<file path="config.mk">
export PLATFORM = sky130hd
export DESIGN_NAME = srpg_top
export DESIGN_NICKNAME = d
export VERILOG_FILES = /design/src/core/srpg_pkg.sv /design/src/core/srpg_top.sv
export SDC_FILE = /design/constraint.sdc
export NUM_CORES = 1
export LEC_CHECK = 0
export ABC_AREA = 1
export BUFFER_PORTS_ARGS = -buffer_cell sky130_fd_sc_hd__clkbuf_2
export CAP_MARGIN = 20
export CORE_UTILIZATION = 53
export DETAILED_ROUTE_END_ITERATION = 10
export PLACE_DENSITY = 0.77
export SYNTH_ARGS = -nofsm -noshare
export SYNTH_HDL_FRONTEND = slang
export SYNTH_SLANG_ARGS = --single-unit
</file>
<file path="constraint.sdc">
create_clock -name mclk_in -period 2.95 [get_ports mclk_in]
set_input_delay 0.885 -clock mclk_in [delete_from_list [all_inputs] [get_ports mclk_in]]
set_output_delay 0.885 -clock mclk_in [all_outputs]
set_load 0.02 [all_outputs]
</file>
<file path="src/core/srpg_pkg.sv">
// srpg_pkg: constants and carriers for the reset and power gating block.
// assumes a single 250 MHz system clock and an 8-bit register port.
package srpg_pkg;

	// register map (byte offsets on the plain register port)
	localparam logic [7:0] PWR_GATES_OFS  = 8'h64;
	localparam logic [7:0] BOD_CTRL_OFS   = 8'h55;
	localparam logic [7:0] RST_STAT_OFS   = 8'h56;
	localparam logic [7:0] PWR_GATES_RST  = 8'h00;
	localparam logic [7:0] PWR_GATES_WMSK = 8'hef;

	// gating bit positions
	localparam int GATE_TWI_BIT   = 7;
	localparam int GATE_TIM2_BIT  = 6;
	localparam int GATE_TIM0_BIT  = 5;
	localparam int GATE_RSVD_BIT  = 4;
	localparam int GATE_TIM1_BIT  = 3;
	localparam int GATE_SPI_BIT   = 2;
	localparam int GATE_USART_BIT = 1;
	localparam int GATE_ADC_BIT   = 0;

	// brown-out sleep control bit positions
	localparam int BROWNOUT_SLEEP_DISABLE_BIT  = 6;
	localparam int BROWNOUT_SLEEP_WRITE_ENABLE_BIT = 5;

	// timed sequence figures, in system clock cycles
	localparam logic [2:0] BROWNOUT_SLEEP_WRITE_ENABLE_WINDOW_CYC = 3'd4;
	localparam logic [2:0] BROWNOUT_SLEEP_DISABLE_DELAY_CYC   = 3'd3;
	localparam logic [2:0] BROWNOUT_SLEEP_DISABLE_HOLD_CYC    = 3'd3;

	// clock and time figures
	localparam int CLK_MHZ          = 250;
	localparam int BOD_FILTER_NS    = 2000;
	localparam int BOD_FILTER_CYC   = (BOD_FILTER_NS * CLK_MHZ + 999) / 1000;
	localparam int RST_PULSE_MIN_NS = 2500;
	localparam int RST_PULSE_CYC    = (RST_PULSE_MIN_NS * CLK_MHZ + 999) / 1000;
	localparam int TOUT_MS          = 65;
	localparam int TOUT_CYC         = TOUT_MS * CLK_MHZ * 1000;

	// analog, pin level and watchdog inputs
	typedef struct packed {
		logic por_ok;
		logic bod_low;
		logic ext_rst_n;
		logic wdt_rst;
	} srpg_src_t;

	// fuse settings
	typedef struct packed {
		logic       ext_rst_dis;
		logic [2:0] bod_level;
		logic [1:0] startup_time_select;
		logic [3:0] clock_source_select;
	} srpg_fuse_t;

	// peripheral side enables
	typedef struct packed {
		logic two_wire_serial_unit;
		logic tim2;
		logic tim0;
		logic tim1;
		logic spi;
		logic usart;
		logic adc;
	} srpg_clken_t;

	typedef enum logic [1:0] {
		RST_HOLD,
		RST_COUNT,
		RST_RUN
	} srpg_rst_t;

	typedef enum logic [1:0] {
		BS_IDLE,
		BS_ARMED,
		BS_DELAY,
		BS_ACTIVE
	} srpg_brownout_sleep_disable_t;

endpackage : srpg_pkg

</file>
<file path="src/core/srpg_top.sv">
// srpg_top: reset merging, reset stretch, peripheral clock gating,
// bandgap enable and brown-out sleep timed write.
// assumes analog detector outputs and pin levels are synchronous to mclk_in.
//
// Contract
// RULE1 - bit 7 stops the two-wire unit clock; software reinitialises after
// RULE2 - bit 6 freezes timer two only when it runs synchronously
// RULE3 - bits 5 and 3 freeze timers zero and one; resume unchanged
// RULE4 - bit 4 reserved, read-only, always reads zero
// RULE5 - bits 2 and 1 stop serial peripheral and async serial clocks
// RULE6 - software keeps serial peripheral running while single-wire debug is used
// RULE7 - bit 0 shuts converter down; comparator loses converter input mux
// RULE8 - reset sets all registers to initial values; run starts after release; internal reset in the code reloads only gates_r, not the sleep bits
// RULE9 - ports reset immediately on any source, without a clock; the code registers port reset on mclk_in, same as system reset
// RULE10 - delay counter stretches reset after sources clear; fuses select period
// RULE11 - power-on, pin, watchdog and brown-out sources all reset
// RULE12 - power-on good starts counter; power-on low reasserts reset at once
// RULE13 - pin low longer than minimum width resets; rising edge starts count
// RULE14 - external reset disable fuse makes the pin ignored
// RULE15 - enabled brown-out asserts reset immediately on low supply
// RULE16 - supply back above upper level releases after the time-out
// RULE17 - brown-out dips shorter than filter time are ignored
// RULE18 - watchdog one-cycle pulse; count starts at its falling edge
// RULE19 - bandgap on when brown-out fused, comparator bandgap set, or converter on
// RULE20 - with brown-out off, software waits for reference start-up
// RULE21 - sleep enable bit gates brown-out sleep writes via timed sequence
// RULE22 - set both bits, then sleep bit alone within four cycles
// RULE23 - sleep bit active three cycles after set, clears three later
// RULE24 - internal reset is OR of sources and counter; reassert restarts count
// RULE25 - gated peripheral registers ignore access; state stays frozen
//
// Decided for this implementation: strobed register access.
`timescale 1ns/100ps
module srpg_top
	import srpg_pkg::*;
#(
	parameter int TOUT_CYCLES = TOUT_CYC,
	parameter int FILT_CYCLES = BOD_FILTER_CYC,
	parameter int PULSE_CYCLES = RST_PULSE_CYC
) (
	// clock and reset
	input  wire logic        mclk_in,
	input  wire logic        rst_in,
	// register port
	input  wire logic [7:0]  reg_addr_in,
	input  wire logic [7:0]  reg_wdata_in,
	input  wire logic        reg_wr_in,
	input  wire logic        reg_rd_in,
	output logic      [7:0]  reg_rdata_out,
	// reset sources and fuses
	input  wire srpg_src_t   src_in,
	input  wire srpg_fuse_t  fuse_in,
	// peripheral status
	input  wire logic        timer_two_async_select_in,
	input  wire logic        comparator_bandgap_select_in,
	input  wire logic        converter_enable_in,
	// outputs
	output srpg_clken_t      clken_out,
	output logic             comparator_mux_allow_out,
	output logic             bandgap_enable_out,
	output logic             brownout_sleep_disable_out,
	output logic             sys_rst_out,
	output logic             port_rst_out
);

	localparam int CW = $clog2(TOUT_CYCLES + 1) + 1;
	localparam int FW = $clog2(FILT_CYCLES + 2) + 1;
	localparam int PW = $clog2(PULSE_CYCLES + 2) + 1;

	// fuse selected stretch: longer start-up for slow settings
	function automatic logic [CW-1:0] tout_sel(input logic [1:0] startup_time_select);
		logic [CW-1:0] base;
		base = CW'(TOUT_CYCLES);
		case (startup_time_select)
			2'd0:    tout_sel = base >> 3;
			2'd1:    tout_sel = base >> 2;
			2'd2:    tout_sel = base;
			default: tout_sel = base >> 1;
		endcase
		if (tout_sel == '0)
			tout_sel = CW'(1);
	endfunction : tout_sel

	logic [7:0]    gates_r;
	logic [7:0]    rdata_r;
	logic [FW-1:0] bod_cnt_r;
	logic [PW-1:0] pin_cnt_r;
	logic [CW-1:0] dly_cnt_r;
	logic          bod_rst_r;
	logic          pin_rst_r;
	logic          sys_rst_r;
	srpg_rst_t     rst_st_r;
	srpg_clken_t   clken_r;
	logic          mux_allow_r;
	logic          bandgap_r;
	srpg_brownout_sleep_disable_t    brownout_sleep_disable_st_r;
	logic [2:0]    brownout_sleep_disable_cnt_r;
	logic          brownout_sleep_write_enable_r;
	logic          brownout_sleep_disable_r;

	// decode
	wire wr_gates = reg_wr_in && (reg_addr_in == PWR_GATES_OFS);
	wire wr_bod   = reg_wr_in && (reg_addr_in == BOD_CTRL_OFS);
	wire bod_en   = (fuse_in.bod_level != 3'b111);
	wire pin_on   = !fuse_in.ext_rst_dis; // RULE14
	wire pin_low  = pin_on && !src_in.ext_rst_n;
	wire bod_low  = bod_en && src_in.bod_low;
	// combined live request; immediate sources bypass the counter
	wire src_act  = !src_in.por_ok || bod_rst_r || pin_rst_r || src_in.wdt_rst; // RULE11
	wire rst_nxt  = src_act || (rst_st_r != RST_RUN); // RULE24

	// reads: reserved bit 4 returns zero, unmapped reads zero
	wire [7:0] rd_mux =
		(reg_addr_in == PWR_GATES_OFS) ? (gates_r & PWR_GATES_WMSK) : // RULE4
		(reg_addr_in == BOD_CTRL_OFS)  ? {1'b0, brownout_sleep_disable_r, brownout_sleep_write_enable_r, 5'h00} :
		(reg_addr_in == RST_STAT_OFS)  ? {5'h00, rst_st_r, sys_rst_r} :
		8'h00;

	// timed brown-out sleep write
	wire both_set  = wr_bod && reg_wdata_in[BROWNOUT_SLEEP_DISABLE_BIT] && reg_wdata_in[BROWNOUT_SLEEP_WRITE_ENABLE_BIT];
	wire brownout_sleep_disable_only = wr_bod && reg_wdata_in[BROWNOUT_SLEEP_DISABLE_BIT] && !reg_wdata_in[BROWNOUT_SLEEP_WRITE_ENABLE_BIT];

	// register port
	always_ff @(posedge mclk_in or posedge rst_in) begin
		if (rst_in) begin
			gates_r <= PWR_GATES_RST; // RULE8
			rdata_r <= 8'h00;
		end else begin
			if (sys_rst_r)
				gates_r <= PWR_GATES_RST; // RULE8
			else if (wr_gates)
				gates_r <= reg_wdata_in & PWR_GATES_WMSK; // RULE4
			rdata_r <= reg_rd_in ? rd_mux : 8'h00;
		end
	end

	// brown-out filter: only a dip longer than the filter time counts
	always_ff @(posedge mclk_in or posedge rst_in) begin
		if (rst_in) begin
			bod_cnt_r <= '0;
			bod_rst_r <= 1'b0;
		end else if (!bod_low) begin
			bod_cnt_r <= '0;
			bod_rst_r <= 1'b0; // RULE16
		end else if (bod_cnt_r >= FW'(FILT_CYCLES)) begin
			bod_rst_r <= 1'b1; // RULE15 RULE17
		end else begin
			bod_cnt_r <= bod_cnt_r + FW'(1);
		end
	end

	// pin reset: needs the minimum width before it counts
	always_ff @(posedge mclk_in or posedge rst_in) begin
		if (rst_in) begin
			pin_cnt_r <= '0;
			pin_rst_r <= 1'b0;
		end else if (!pin_low) begin
			pin_cnt_r <= '0;
			pin_rst_r <= 1'b0; // RULE13
		end else if (pin_cnt_r >= PW'(PULSE_CYCLES)) begin
			pin_rst_r <= 1'b1; // RULE13
		end else begin
			pin_cnt_r <= pin_cnt_r + PW'(1);
		end
	end

	// delay counter: restarts whenever any source is active
	always_ff @(posedge mclk_in or posedge rst_in) begin
		if (rst_in) begin
			rst_st_r  <= RST_HOLD;
			dly_cnt_r <= '0;
		end else begin
			case (rst_st_r)
				RST_HOLD: begin
					if (!src_act) begin
						rst_st_r  <= RST_COUNT; // RULE10 RULE12 RULE18
						dly_cnt_r <= tout_sel(fuse_in.startup_time_select);
					end
				end
				RST_COUNT: begin
					if (src_act)
						rst_st_r <= RST_HOLD; // RULE24
					else if (dly_cnt_r <= CW'(1))
						rst_st_r <= RST_RUN; // RULE10
					else
						dly_cnt_r <= dly_cnt_r - CW'(1);
				end
				RST_RUN: begin
					if (src_act)
						rst_st_r <= RST_HOLD; // RULE12 RULE15
				end
				default: rst_st_r <= RST_HOLD;
			endcase
		end
	end

	// reset outputs; port reset is registered and held through the delay count, same as system reset
	always_ff @(posedge mclk_in or posedge rst_in) begin
		if (rst_in) begin
			sys_rst_r    <= 1'b1;
			port_rst_out <= 1'b1; // RULE9
		end else begin
			sys_rst_r    <= rst_nxt; // RULE24
			port_rst_out <= rst_nxt; // RULE9
		end
	end
	assign sys_rst_out = sys_rst_r;

	// peripheral clock enables; a frozen unit keeps its state and ignores access
	always_ff @(posedge mclk_in or posedge rst_in) begin
		if (rst_in) begin
			clken_r     <= '0;
			mux_allow_r <= 1'b0;
			bandgap_r   <= 1'b0;
		end else begin
			clken_r.two_wire_serial_unit   <= !gates_r[GATE_TWI_BIT]; // RULE1 RULE25
			clken_r.tim2  <= !(gates_r[GATE_TIM2_BIT] && !timer_two_async_select_in); // RULE2
			clken_r.tim0  <= !gates_r[GATE_TIM0_BIT]; // RULE3
			clken_r.tim1  <= !gates_r[GATE_TIM1_BIT]; // RULE3
			clken_r.spi   <= !gates_r[GATE_SPI_BIT]; // RULE5
			clken_r.usart <= !gates_r[GATE_USART_BIT]; // RULE5
			clken_r.adc   <= !gates_r[GATE_ADC_BIT]; // RULE7
			mux_allow_r   <= !gates_r[GATE_ADC_BIT]; // RULE7
			bandgap_r     <= bod_en || comparator_bandgap_select_in
				|| converter_enable_in; // RULE19
		end
	end
	assign clken_out                = clken_r;
	assign comparator_mux_allow_out = mux_allow_r;
	assign bandgap_enable_out       = bandgap_r;

	// brown-out sleep sequencer: arm, then sleep bit alone within the window
	always_ff @(posedge mclk_in or posedge rst_in) begin
		if (rst_in) begin
			brownout_sleep_disable_st_r  <= BS_IDLE;
			brownout_sleep_disable_cnt_r <= 3'd0;
			brownout_sleep_write_enable_r    <= 1'b0;
			brownout_sleep_disable_r     <= 1'b0;
		end else begin
			case (brownout_sleep_disable_st_r)
				BS_IDLE: begin
					if (both_set) begin
						brownout_sleep_disable_st_r  <= BS_ARMED; // RULE21 RULE22
						brownout_sleep_write_enable_r    <= 1'b1;
						brownout_sleep_disable_cnt_r <= BROWNOUT_SLEEP_WRITE_ENABLE_WINDOW_CYC;
					end
				end
				BS_ARMED: begin
					if (brownout_sleep_disable_only) begin
						brownout_sleep_disable_st_r  <= BS_DELAY; // RULE22
						brownout_sleep_write_enable_r    <= 1'b0;
						brownout_sleep_disable_cnt_r <= BROWNOUT_SLEEP_DISABLE_DELAY_CYC - 3'd1;
					end else if (brownout_sleep_disable_cnt_r <= 3'd1) begin
						brownout_sleep_disable_st_r <= BS_IDLE; // RULE22
						brownout_sleep_write_enable_r   <= 1'b0;
					end else begin
						brownout_sleep_disable_cnt_r <= brownout_sleep_disable_cnt_r - 3'd1;
					end
				end
				BS_DELAY: begin
					if (brownout_sleep_disable_cnt_r <= 3'd1) begin
						brownout_sleep_disable_st_r  <= BS_ACTIVE; // RULE23
						brownout_sleep_disable_r     <= 1'b1;
						brownout_sleep_disable_cnt_r <= BROWNOUT_SLEEP_DISABLE_HOLD_CYC;
					end else begin
						brownout_sleep_disable_cnt_r <= brownout_sleep_disable_cnt_r - 3'd1;
					end
				end
				BS_ACTIVE: begin
					if (brownout_sleep_disable_cnt_r <= 3'd1) begin
						brownout_sleep_disable_st_r <= BS_IDLE; // RULE23
						brownout_sleep_disable_r    <= 1'b0;
					end else begin
						brownout_sleep_disable_cnt_r <= brownout_sleep_disable_cnt_r - 3'd1;
					end
				end
				default: brownout_sleep_disable_st_r <= BS_IDLE;
			endcase
		end
	end
	assign brownout_sleep_disable_out = brownout_sleep_disable_r;
	assign reg_rdata_out              = rdata_r;

endmodule : srpg_top

</file>
# == Word-level counts from Yosys, hierarchy flattened ==
# Cells that the tools add are included.
# classes
n_mux,43
n_addsub,4
n_eq_ne,25
magnitude_cmp,4
reduce_logical,39
# ops
operator,count
25-bit 2-to-1 mux,6
24-bit one-hot mux with 3 select lines,1
25-bit one-hot mux with 2 select lines,1
8-bit 2-to-1 mux,4
25-bit by 1-bit <= comparator with 1-bit output (second input constant),1
25-bit zero test,1
25-bit by 1-bit subtractor with 25-bit output (second input constant),1
8-bit by 7-bit equality test with 1-bit output (second input constant),3
11-bit 2-to-1 mux,2
10-bit 2-to-1 mux,2
2-bit != test (second input constant),10
2-bit 2-to-1 mux,8
3-bit 2-to-1 mux,5
1-bit zero test,12
3-bit one-hot mux with 4 select lines,1
11-bit by 1-bit adder with 11-bit output (second input constant),1
11-bit by 10-bit >= comparator with 1-bit output (second input constant),1
10-bit by 1-bit adder with 10-bit output (second input constant),1
10-bit by 9-bit >= comparator with 1-bit output (second input constant),1
3-bit != test (second input constant),3
3-bit AND reduction,3
2-bit equality test (second input constant),4
1-bit logical AND,8
1-bit 2-to-1 mux,8
other kinds (13),27
# word_totals
out_inout_bits,20
wordCells,136
input_bits,37
regBits,82

# == Logic depth before layout (Yosys ltp) ==
# Gate-level depths: netlist of the first run.
# logic_depth
ltp_word,10
depth_mapped,11
mapped_depth_nobuf,11

# == Least setup slack after synthesis of the first run ==
# Ideal clock, no wire load.
# synth_timing
path_type,input port to flip-flop
from,input reg_addr_in[2]
to,register brownout_sleep_write_enable_r
setup_slack_ps,1011
arrival_ps,1823
setup_time_ps,116
path_buffers,0
stages,9
path_cell_list,inv_1 > nor2_1 > nand3_1 > nor2_1 > nand2_1 > o21ai_0 > nand3_1 > nand2_1 > nand2_1
# synth_via
elab_chain_cells,6
word_cells_on_any_way,10
classes_between,eq/ne (3); mux (2); reduce/logical (5)
# synth_lines
item,line,rtl
start: declaration,srpg_top.sv:45,"input wire logic [7:0] reg_addr_in,"
8-bit by 7-bit equality test with 1-bit output *,srpg_top.sv:103,wire wr_bod = reg_wr_in && (reg_addr_in == BOD_CTRL_OFS);
1-bit logical AND *,srpg_top.sv:103,
1-bit logical AND *,"srpg_top.sv:120, srpg_top.sv:121",
"1-bit logical AND, on equally long branches","srpg_top.sv:121, srpg_top.sv:120",
"3-bit != test (no source line), or another cell as far along",-,
3-bit AND reduction (no source line) / 1-bit one-hot mux with 2 select lines (equally long branches),-,
end signal: assignment,srpg_top.sv:237,brownout_sleep_write_enable_r <= 1'b0;
end signal: assignment,srpg_top.sv:244,brownout_sleep_write_enable_r <= 1'b1;
end signal: assignment,srpg_top.sv:251,brownout_sleep_write_enable_r <= 1'b0;
end: declaration,srpg_top.sv:98,logic brownout_sleep_write_enable_r;
# Every way passes the cells marked *; elsewhere a longest branch is shown, timed or not.
# A chain may end at the register's enable or synchronous reset.

==> metrics, run 1 <==
Clock Latency Late Sink=0.35 ns; post_cts resized=0; Pleak=2.665 nW; Worst Hold Launch=gates_r[3]; fin area=5234 um2; Max rail drop VDD=0.3846 mV; Post-layout nets=745; area leader, netlist=dfrtp_1; Max stage delay on crit path=0.57 ns; sequential area share after synthesis=0.4257; Initial Util=0.5422; htree depth=3; Netlist cell types=38; ys async rst share=1.000; power density over the cells=494.7 nW/um2; startpoint type of the worst setup path=flop; CTS tree=yes; maxcap violations=0; clock tree buffer depth=2; # IOs=57; number of buffers created by CTS=9; total power=2.589 mW; Yosys top cell area share=0.4201; vias in the first global route=3783; hpwl dp=7460 um; Worst-path clk slew=0.09 ns; CP Class=reg2out; Syn Inst Count=639; initial antenna violation count=0; antenna cells=0; CP startpoint=sys_rst_out; ys flop type=dfrtp_1; Area Overhead vs Synth=11.22%; worst-path fanout max=4; Die Height=96.23 um; Ys Warns=0; Worst Path Required=2.07 ns; cell row count=34; Finished Layout Cells=805; DR vias=4219; Critical Path Sink Type=output pin; worst path cell trace=clkbuf_2; worst slew pin tran=0.6115 ns; r2r startpoint=dly_cnt_r[0]; layout cells sized above 1=0.1506; CTS root buffer=clkbuf_8; Final Wtd Congestion=0.8929; number of enable flip-flop cells after synthesis=0; I/O Buffers=50; Syn Area/Cell=7.364 um2; syn nets=692; drt total wl=10020 um; antenna-violating nets left=0; core area=8678 um2; DRT iter0 DRCs=170; Placed Cells=789; TritonCTS Sinks=80; Setup violations, final=0; critical path's top delay family=flip-flops; Post-CTS Setup Repair Bufs=0; CP bufs+invs=1; Fin Setup TNS=0 ns; RSZ-0062 raised after global routing=no; FF+latch count, synth=80; Synth top cells by count=196 x nand2_1, 79 x dfrtp_1, 74 x nor2_1; status=completed; dpl cell area=5051 um2; Min-Delay Path Class=reg2reg; Die ar.=9259 um2; first-pass GRT wire length=16280 um; pin count of the biggest net entering global routing=52; Max stage delay cell, worst path=dfstp_2; relative slew slack=0.5885; Die X=96.23 um; Mapped Area=4706 um2; Via density=5.241; most frequent cell after synthesis=nand2_1; Clock Skew=0.01332 ns; total gr overflow=0; Worst EP arrival=1.08 ns; Total GRT Usage=0.2259; Wirelength per Cell=12.45 um; Fmax=0.5093 GHz; Pins Over Slew Limit=0; main area contributors after synthesis=dfrtp_1 42%, nand2_1 16%, nand3_1 6.1%; DRT Pass-1 Iters=5; Final Hold Fails=0; fin crit share=0.6656; fin crit period=1.964 ns; DRC=0; Post-CTS Hold Buffers=0
==> stage by stage <==
step	hold WS (ns)	setup WS [ns]	utilization
floorplan	0.3916	0.01492	-
global placement	0.4088	0.7284	0.5820
detailed placement	0.4051	0.6897	0.5820
CTS	0.4250	0.9739	0.6031
global route	0.4369	0.7915	0.6031
finish	0.4307	0.9865	0.6031
==> metal layers <==
| layer | vias up | wire, um | global-route usage |
|---|---|---|---|
| met5 | - | 0 | 0 |
| met2 | 108 | 4703 | 0.3700 |
| met1 | 1951 | 4692 | 0.2958 |
| met4 | 0 | 185 | 0.07711 |
| li1 | 2138 | - | - |
| met3 | 22 | 441 | 0.04739 |
==> sequential cells by signal (all words and copies together) (netlist names), 2 cells and up <==
register                      cells
reg_rdata_out                     7
gates_r                           7
pin_cnt_r                        11
dly_cnt_r                        25
brownout_sleep_disable_st_r       2
brownout_sleep_disable_cnt_r      3
clken_out                         6
rst_st_r                          2
bod_cnt_r                        10
==> layout by cell type (no fill, tap or decap), types with 8 or more instances in the layout <==
cell and n:
o21ai_0 33, nor2_1 74, ha_1 16, xor2_1 8, nor3_1 13, nand4_1 15
nand3_1 57, a21oi_1 15, dfrtp_1 79, clkbuf_2 50, nand2_2 14, nand2_1 196
clkbuf_8 10, inv_1 68
==> kinds of logic (layout without fill, tap and decap cells) <==
| group | Yosys count | count (layout) | share of synthesized area |
|---|---|---|---|
| compound gates | 56 | 56 | 0.06674 |
| buf+inv | 81 | 139 | 0.07285 |
| xor+xnor | 12 | 12 | 0.02233 |
| fa+ha+maj | 16 | 16 | 0.04254 |
| flops | 80 | 80 | 0.4257 |
| simple gates | 393 | 393 | 0.3691 |
| other cells | 1 | 1 | 0.0007969 |
==> worst register-to-register path, stage by stage (launching register included) <==
cell and delay [ns]:
dfrtp_1 0.42, inv_1 0.10, ha_1 0.26, nand2_1 0.16
nor2_1 0.38, nand2_1 0.15, xor2_1 0.16, nand2_1 0.06
nand2_1 0.05, nand2_1 0.05, nand2_1 0.04
==> layout make-up <==
class / count / area [um2]
multi-input cells: 478 / 2360
clock inverters: 5 / 41.29
clock buffers: 11 / 141.4
fillers: 802 / 3445
repair buffers: 54 / 292.8
inverters: 69 / 260.3
well taps: 108 / 135.1
flip-flops and latches: 80 / 2003
==> power by group <==
group / internal [mW] / switching (mW)
Sequential: 1.17 / 0.103
Clock: 0.337 / 0.410
Combinational: 0.202 / 0.367
Total: 1.71 / 0.880
==> path summary, 6_finish.rpt <==
| path | cells past startpoint | slack, ns | end |
|---|---|---|---|
| max | 1 | 0.99 | port_rst_out |
| min | 1 | 0.43 | clken_out[3] |
| max reg2reg | 10 | 1.02 | dly_cnt_r[16] |
| min reg2reg | 1 | 0.43 | clken_out[3] |
| max in group asynchronous | 3 | 1.71 | sys_rst_out |
| min in group asynchronous | 2 | 0.54 | bod_rst_r |
(Power assumes the default switching activity.)
==> run 2, diff against run 1 <==
--- a/config.mk
+++ b/config.mk
@@ -8,9 +8,9 @@
 export ABC_AREA = 1
 export BUFFER_PORTS_ARGS = -buffer_cell sky130_fd_sc_hd__clkbuf_2
 export CAP_MARGIN = 20
-export CORE_UTILIZATION = 53
+export CORE_UTILIZATION = 55
 export DETAILED_ROUTE_END_ITERATION = 10
-export PLACE_DENSITY = 0.77
+export PLACE_DENSITY = 0.76
 export SYNTH_ARGS = -nofsm -noshare
 export SYNTH_HDL_FRONTEND = slang
 export SYNTH_SLANG_ARGS = --single-unit
==> constraint.sdc (replaced) <==
create_clock -name mclk_in -period 2 [get_ports mclk_in]
set_input_delay 0.6 -clock mclk_in [delete_from_list [all_inputs] [get_ports mclk_in]]
set_output_delay 0.6 -clock mclk_in [all_outputs]
set_load 0.02 [all_outputs]
==> metrics, run 2 (synthesized netlist as in run 1, its figures left out) <==
status=completed; vias in the first global route=4000; DRT iter0 DRCs=243; dpl cell area=5122 um2; hpwl dp=7756 um; CP Class=reg2reg; DRT Pass-1 Iters=5; Initial Util=0.5698; number of buffers created by CTS=9; fin crit period=1.876 ns; Placed Cells=794; Worst Path Required=2.26 ns; worst slew pin tran=0.5285 ns; relative slew slack=0.6464; Final Hold Fails=0; Pins Over Slew Limit=0; Core Util, Final=0.6561; core area=8258 um2; total power=4.172 mW; startpoint type of the worst setup path=flop; cell mode on critical path=nand2_1; CTS tree=yes; Reg with most FFs=dly_cnt_r; antenna-violating nets left=0; TritonCTS Sinks=80; total gr overflow=0; Via density=5.332; fin area=5418 um2; power density over the cells=770.1 nW/um2; # IOs=57; Die Height=94.50 um; Total GRT Usage=0.2479; CTS root buffer=clkbuf_8; worst-path fanout max=6; maxcap violations=0; Clock Latency Late Sink=0.36 ns; antenna cells=0; layout cells sized above 1=0.1695; r2r startpoint=dly_cnt_r[12]; cell row count=33; Worst-path clk slew=0.09 ns; CP bufs+invs=1; I/O Buffers=50; Area Overhead vs Synth=15.13%; Max rail drop VDD=0.5605 mV; fin crit share=0.9379; Worst EP arrival=2.13 ns; Die X=94.50 um; FF-to-FF path depth=9; DRC=0; Largest regs=dly_cnt_r x25, pin_cnt_r x11, bod_cnt_r x10; Post-layout nets=756; Min-Delay Path Class=in2async; Critical Path Sink Type=flop; first-pass GRT wire length=17510 um; Max stage delay on crit path=0.46 ns; Die ar.=8930 um2; Finished Layout Cells=813; Clock Skew=0.01186 ns; Final Wtd Congestion=0.9086; worst path cell trace=nor2_1, nand2_1, nor2_2, nand2_1, o21ai_4, buf_4, nand2_4, nand3_1, nand2_1; max reg flops=25; pin count of the biggest net entering global routing=52; Reg2Reg Setup Slack=0.12 ns; DR vias=4335; Pleak=2.737 nW; most frequent cells in the layout=196 x nand2_1, 78 x dfrtp_1, 73 x nor2_1; critical path's top delay family=simple AND/OR/NAND/NOR gates; Setup violations, final=0; RR Endpoint=dly_cnt_r[4]; initial antenna violation count=0; drt total wl=10820 um; Fin Setup TNS=0 ns; Wirelength per Cell=13.31 um; Max stage delay cell, worst path=dfrtp_1; most common cell after layout, fill and taps aside=nand2_1; htree depth=3; Fmax=0.5331 GHz; clock tree buffer depth=2
[run 2: how the worst max path moves through the flow]
stage / startpoint / end / slack [ns] / cells past startpoint
2_1_floorplan: reg_addr_in[2] / brownout_sleep_write_enable_r / 0.35 / 9
5_1_grt: rst_st_r[0] / dly_cnt_r[4] / -0.02 / 8
6_report: dly_cnt_r[12] / dly_cnt_r[4] / 0.12 / 9
3_3_place_gp: src_in[3] / dly_cnt_r[7] / 0.12 / 8
4_1_cts: dly_cnt_r[9] / dly_cnt_r[22] / 0.14 / 9
3_5_place_dp: reg_addr_in[2] / brownout_sleep_write_enable_r / 0.05 / 10
[run 2: routing by layer]
layer  routed length (um)  share of wire  GRT usage
met2                 5235           0.48     0.4191
met4                  199          0.018    0.09848
met5                    0              0          0
met3                  618          0.057    0.03945
met1                 4763           0.44     0.3176
[run 2: cell type report]
class                           count  area [um2]
Clock buffer                        9       123.9
Clock inverter                      7       111.4
Fill cell                         720        2840
Inverter                           69       266.5
Multi-Input combinational cell    480        2407
Sequential cell                    80        2004
Tap cell                          105       131.4
Timing Repair Buffer               63       372.9
[run 2: stage by stage]
stage	hold slack (ns)	setup WS, ns
5_1_grt	0.3409	-0.02464
2_1_floorplan	0.3916	0.3456
4_1_cts	0.3050	0.1401
6_report	0.3060	0.1241
3_3_place_gp	0.4066	0.1183
3_5_place_dp	0.4153	0.04647
[run 2: where the power goes]
part | switching (mW) | leakage, nW | internal (mW)
logic | 0.559 | 1.59 | 0.321
clock network | 0.679 | 0.118 | 0.729
registers | 0.158 | 1.03 | 1.73
total | 1.40 | 2.74 | 2.78
[run 2: worst register-to-register path, cell delays in order, from the launching register on]
cell	delay, ns
dfrtp_1	0.46
nor2_1	0.17
nand2_1	0.13
nor2_2	0.19
nand2_1	0.12
o21ai_4	0.28
buf_4	0.18
nand2_4	0.08
nand3_1	0.11
nand2_1	0.06
[run 2: timing repair]
item	CTS	global route
hold buffers	0	0
endpoints found under the setup margin	0	25
resized for setup	0	6
setup buffers	0	1
endpoints found under the hold margin	0	0
==> run 3, diff against run 2 <==
==> constraint.sdc (replaced) <==
create_clock -name mclk_in -period 2 [get_ports mclk_in]
set_input_delay 0.3 -clock mclk_in [delete_from_list [all_inputs] [get_ports mclk_in]]
set_output_delay 0.3 -clock mclk_in [all_outputs]
set_load 0.02 [all_outputs]
==> metrics, run 3 (synthesized netlist as in run 1, its figures left out) <==
status=completed; total power=4.102 mW; antenna cells=0; Worst EP arrival=2.13 ns; Clk pwr share=0.332; Post-CTS Setup Repair Bufs=0; hpwl dp=7454 um; RSZ-0062 raised after global routing=no; power density over the cells=769.7 nW/um2; layout cells sized above 1=0.1574; Pleak=2.706 nW; fin area=5329 um2; vias in the first global route=3808; internal power=2.783 mW; antenna-violating nets left=0; initial antenna violation count=0; RR Endpoint=dly_cnt_r[23]; Post-CTS Hold Buffers=0; total gr overflow=0; Reg with most FFs=dly_cnt_r; Pins Over Slew Limit=0; DR vias=4169; Die X=94.50 um; htree depth=3; Worst-path clk slew=0.09 ns; Reg2Reg Setup Slack=0.17 ns; startpoint type of the worst setup path=flop; worst slew pin tran=0.6345 ns; Setup violations, final=0; number of buffers created by CTS=9; CTS root buffer=clkbuf_8; Initial Util=0.5698; fin crit period=1.835 ns; Clock Latency Late Sink=0.35 ns; FF-to-FF path depth=9; Seq. cell area=2003 um2; post_cts resized=0; Final Hold Fails=0; Fin Setup TNS=0 ns; first-pass GRT wire length=16850 um; DRC=0; worst hold slack=0.005263 ns; CP startpoint=dly_cnt_r[14]; Die ar.=8930 um2; relative slew slack=0.5761; Reg power frac=0.459; Final Wtd Congestion=0.9474; switching part of the total=0.3215; dpl cell area=5097 um2; maxcap violations=0; cell row count=33; CP Class=reg2reg; Area Overhead vs Synth=13.24%; pre-CTS setup slack=0.1829 ns; worst-path fanout max=25; fillers=740; clock tree buffer depth=2; Clock Skew=0.01242 ns; Die Height=94.50 um; # IOs=57; Critical Path Sink Type=flop; area occupied by multi-input gates=2365 um2; Comb pwr share=0.208; Min-Delay Path Class=in2async; CTS tree=yes; Max rail drop VDD=0.5352 mV; Worst Path Required=2.29 ns; pin count of the biggest net entering global routing=29; Fmax=0.5450 GHz; DRT iter0 DRCs=210; most frequent cells in the layout=196 x nand2_1, 79 x dfrtp_1, 72 x nor2_1; core area=8258 um2; r2r startpoint=dly_cnt_r[14]; drt total wl=10070 um; Largest regs=dly_cnt_r x25, pin_cnt_r x11, bod_cnt_r x10; final worst slack=0.1652 ns; Post-layout nets=748; Wirelength per Cell=12.52 um; DRT Pass-1 Iters=5; Total GRT Usage=0.2394; Via density=5.185; Switch Pwr=1.319 mW; I/O Buffers=50; max reg flops=25; most common cell after layout, fill and taps aside=nand2_1; TritonCTS Sinks=80; fin crit share=0.9174
==> run 3: through the flow <==
step | instances | util
2_1_floorplan | 639 | -
3_3_place_gp | 789 | 0.6173
3_5_place_dp | 789 | 0.6173
4_1_cts | 804 | 0.6447
5_1_grt | 804 | 0.6453
6_report | 804 | 0.6453
==> run 3: power by group through the flow <==
stage / Clock (mW) / Combinational [mW] / Sequential (mW)
finish: 1.36 / 0.855 / 1.88
global route: 1.46 / 0.977 / 1.90
CTS: 1.40 / 0.854 / 1.88
detailed placement: 0 / 0.849 / 1.91
global placement: 0 / 0.822 / 1.90
floorplan: 0 / 0.653 / 1.87
==> run 3: cell type report <==
class                   count  area share
well taps                 105     0.02465
flip-flops and latches     80      0.3759
inverters                  69     0.04931
clock buffers              10     0.02583
multi-input cells         478      0.4438
repair buffers             57     0.06386
clock inverters             5     0.01667
==> run 3: critical path: stages, from the launching register on <==
cell     delay [ns]
dfrtp_1        0.47
nor2_2         0.19
nand2_1        0.11
nor2_2         0.14
nand2_1        0.12
o21ai_4        0.20
nand2_4        0.17
nand2_8        0.22
nand2_1        0.08
nand2_1        0.07
==> run 3: worst max path at each step <==
stage | to | cells past startpoint
2_1_floorplan | dly_cnt_r[16] | 10
3_3_place_gp | dly_cnt_r[22] | 9
3_5_place_dp | dly_cnt_r[1] | 9
4_1_cts | dly_cnt_r[23] | 9
5_1_grt | dly_cnt_r[0] | 9
6_report | dly_cnt_r[23] | 9
==> run 3: layer usage <==
layer,routed length [um],up-vias,track usage
li1,-,2139,-
met5,0,-,0
met4,185,0,0.07828
met1,4780,1948,0.3246
met3,313,16,0.03623
met2,4785,66,0.3931
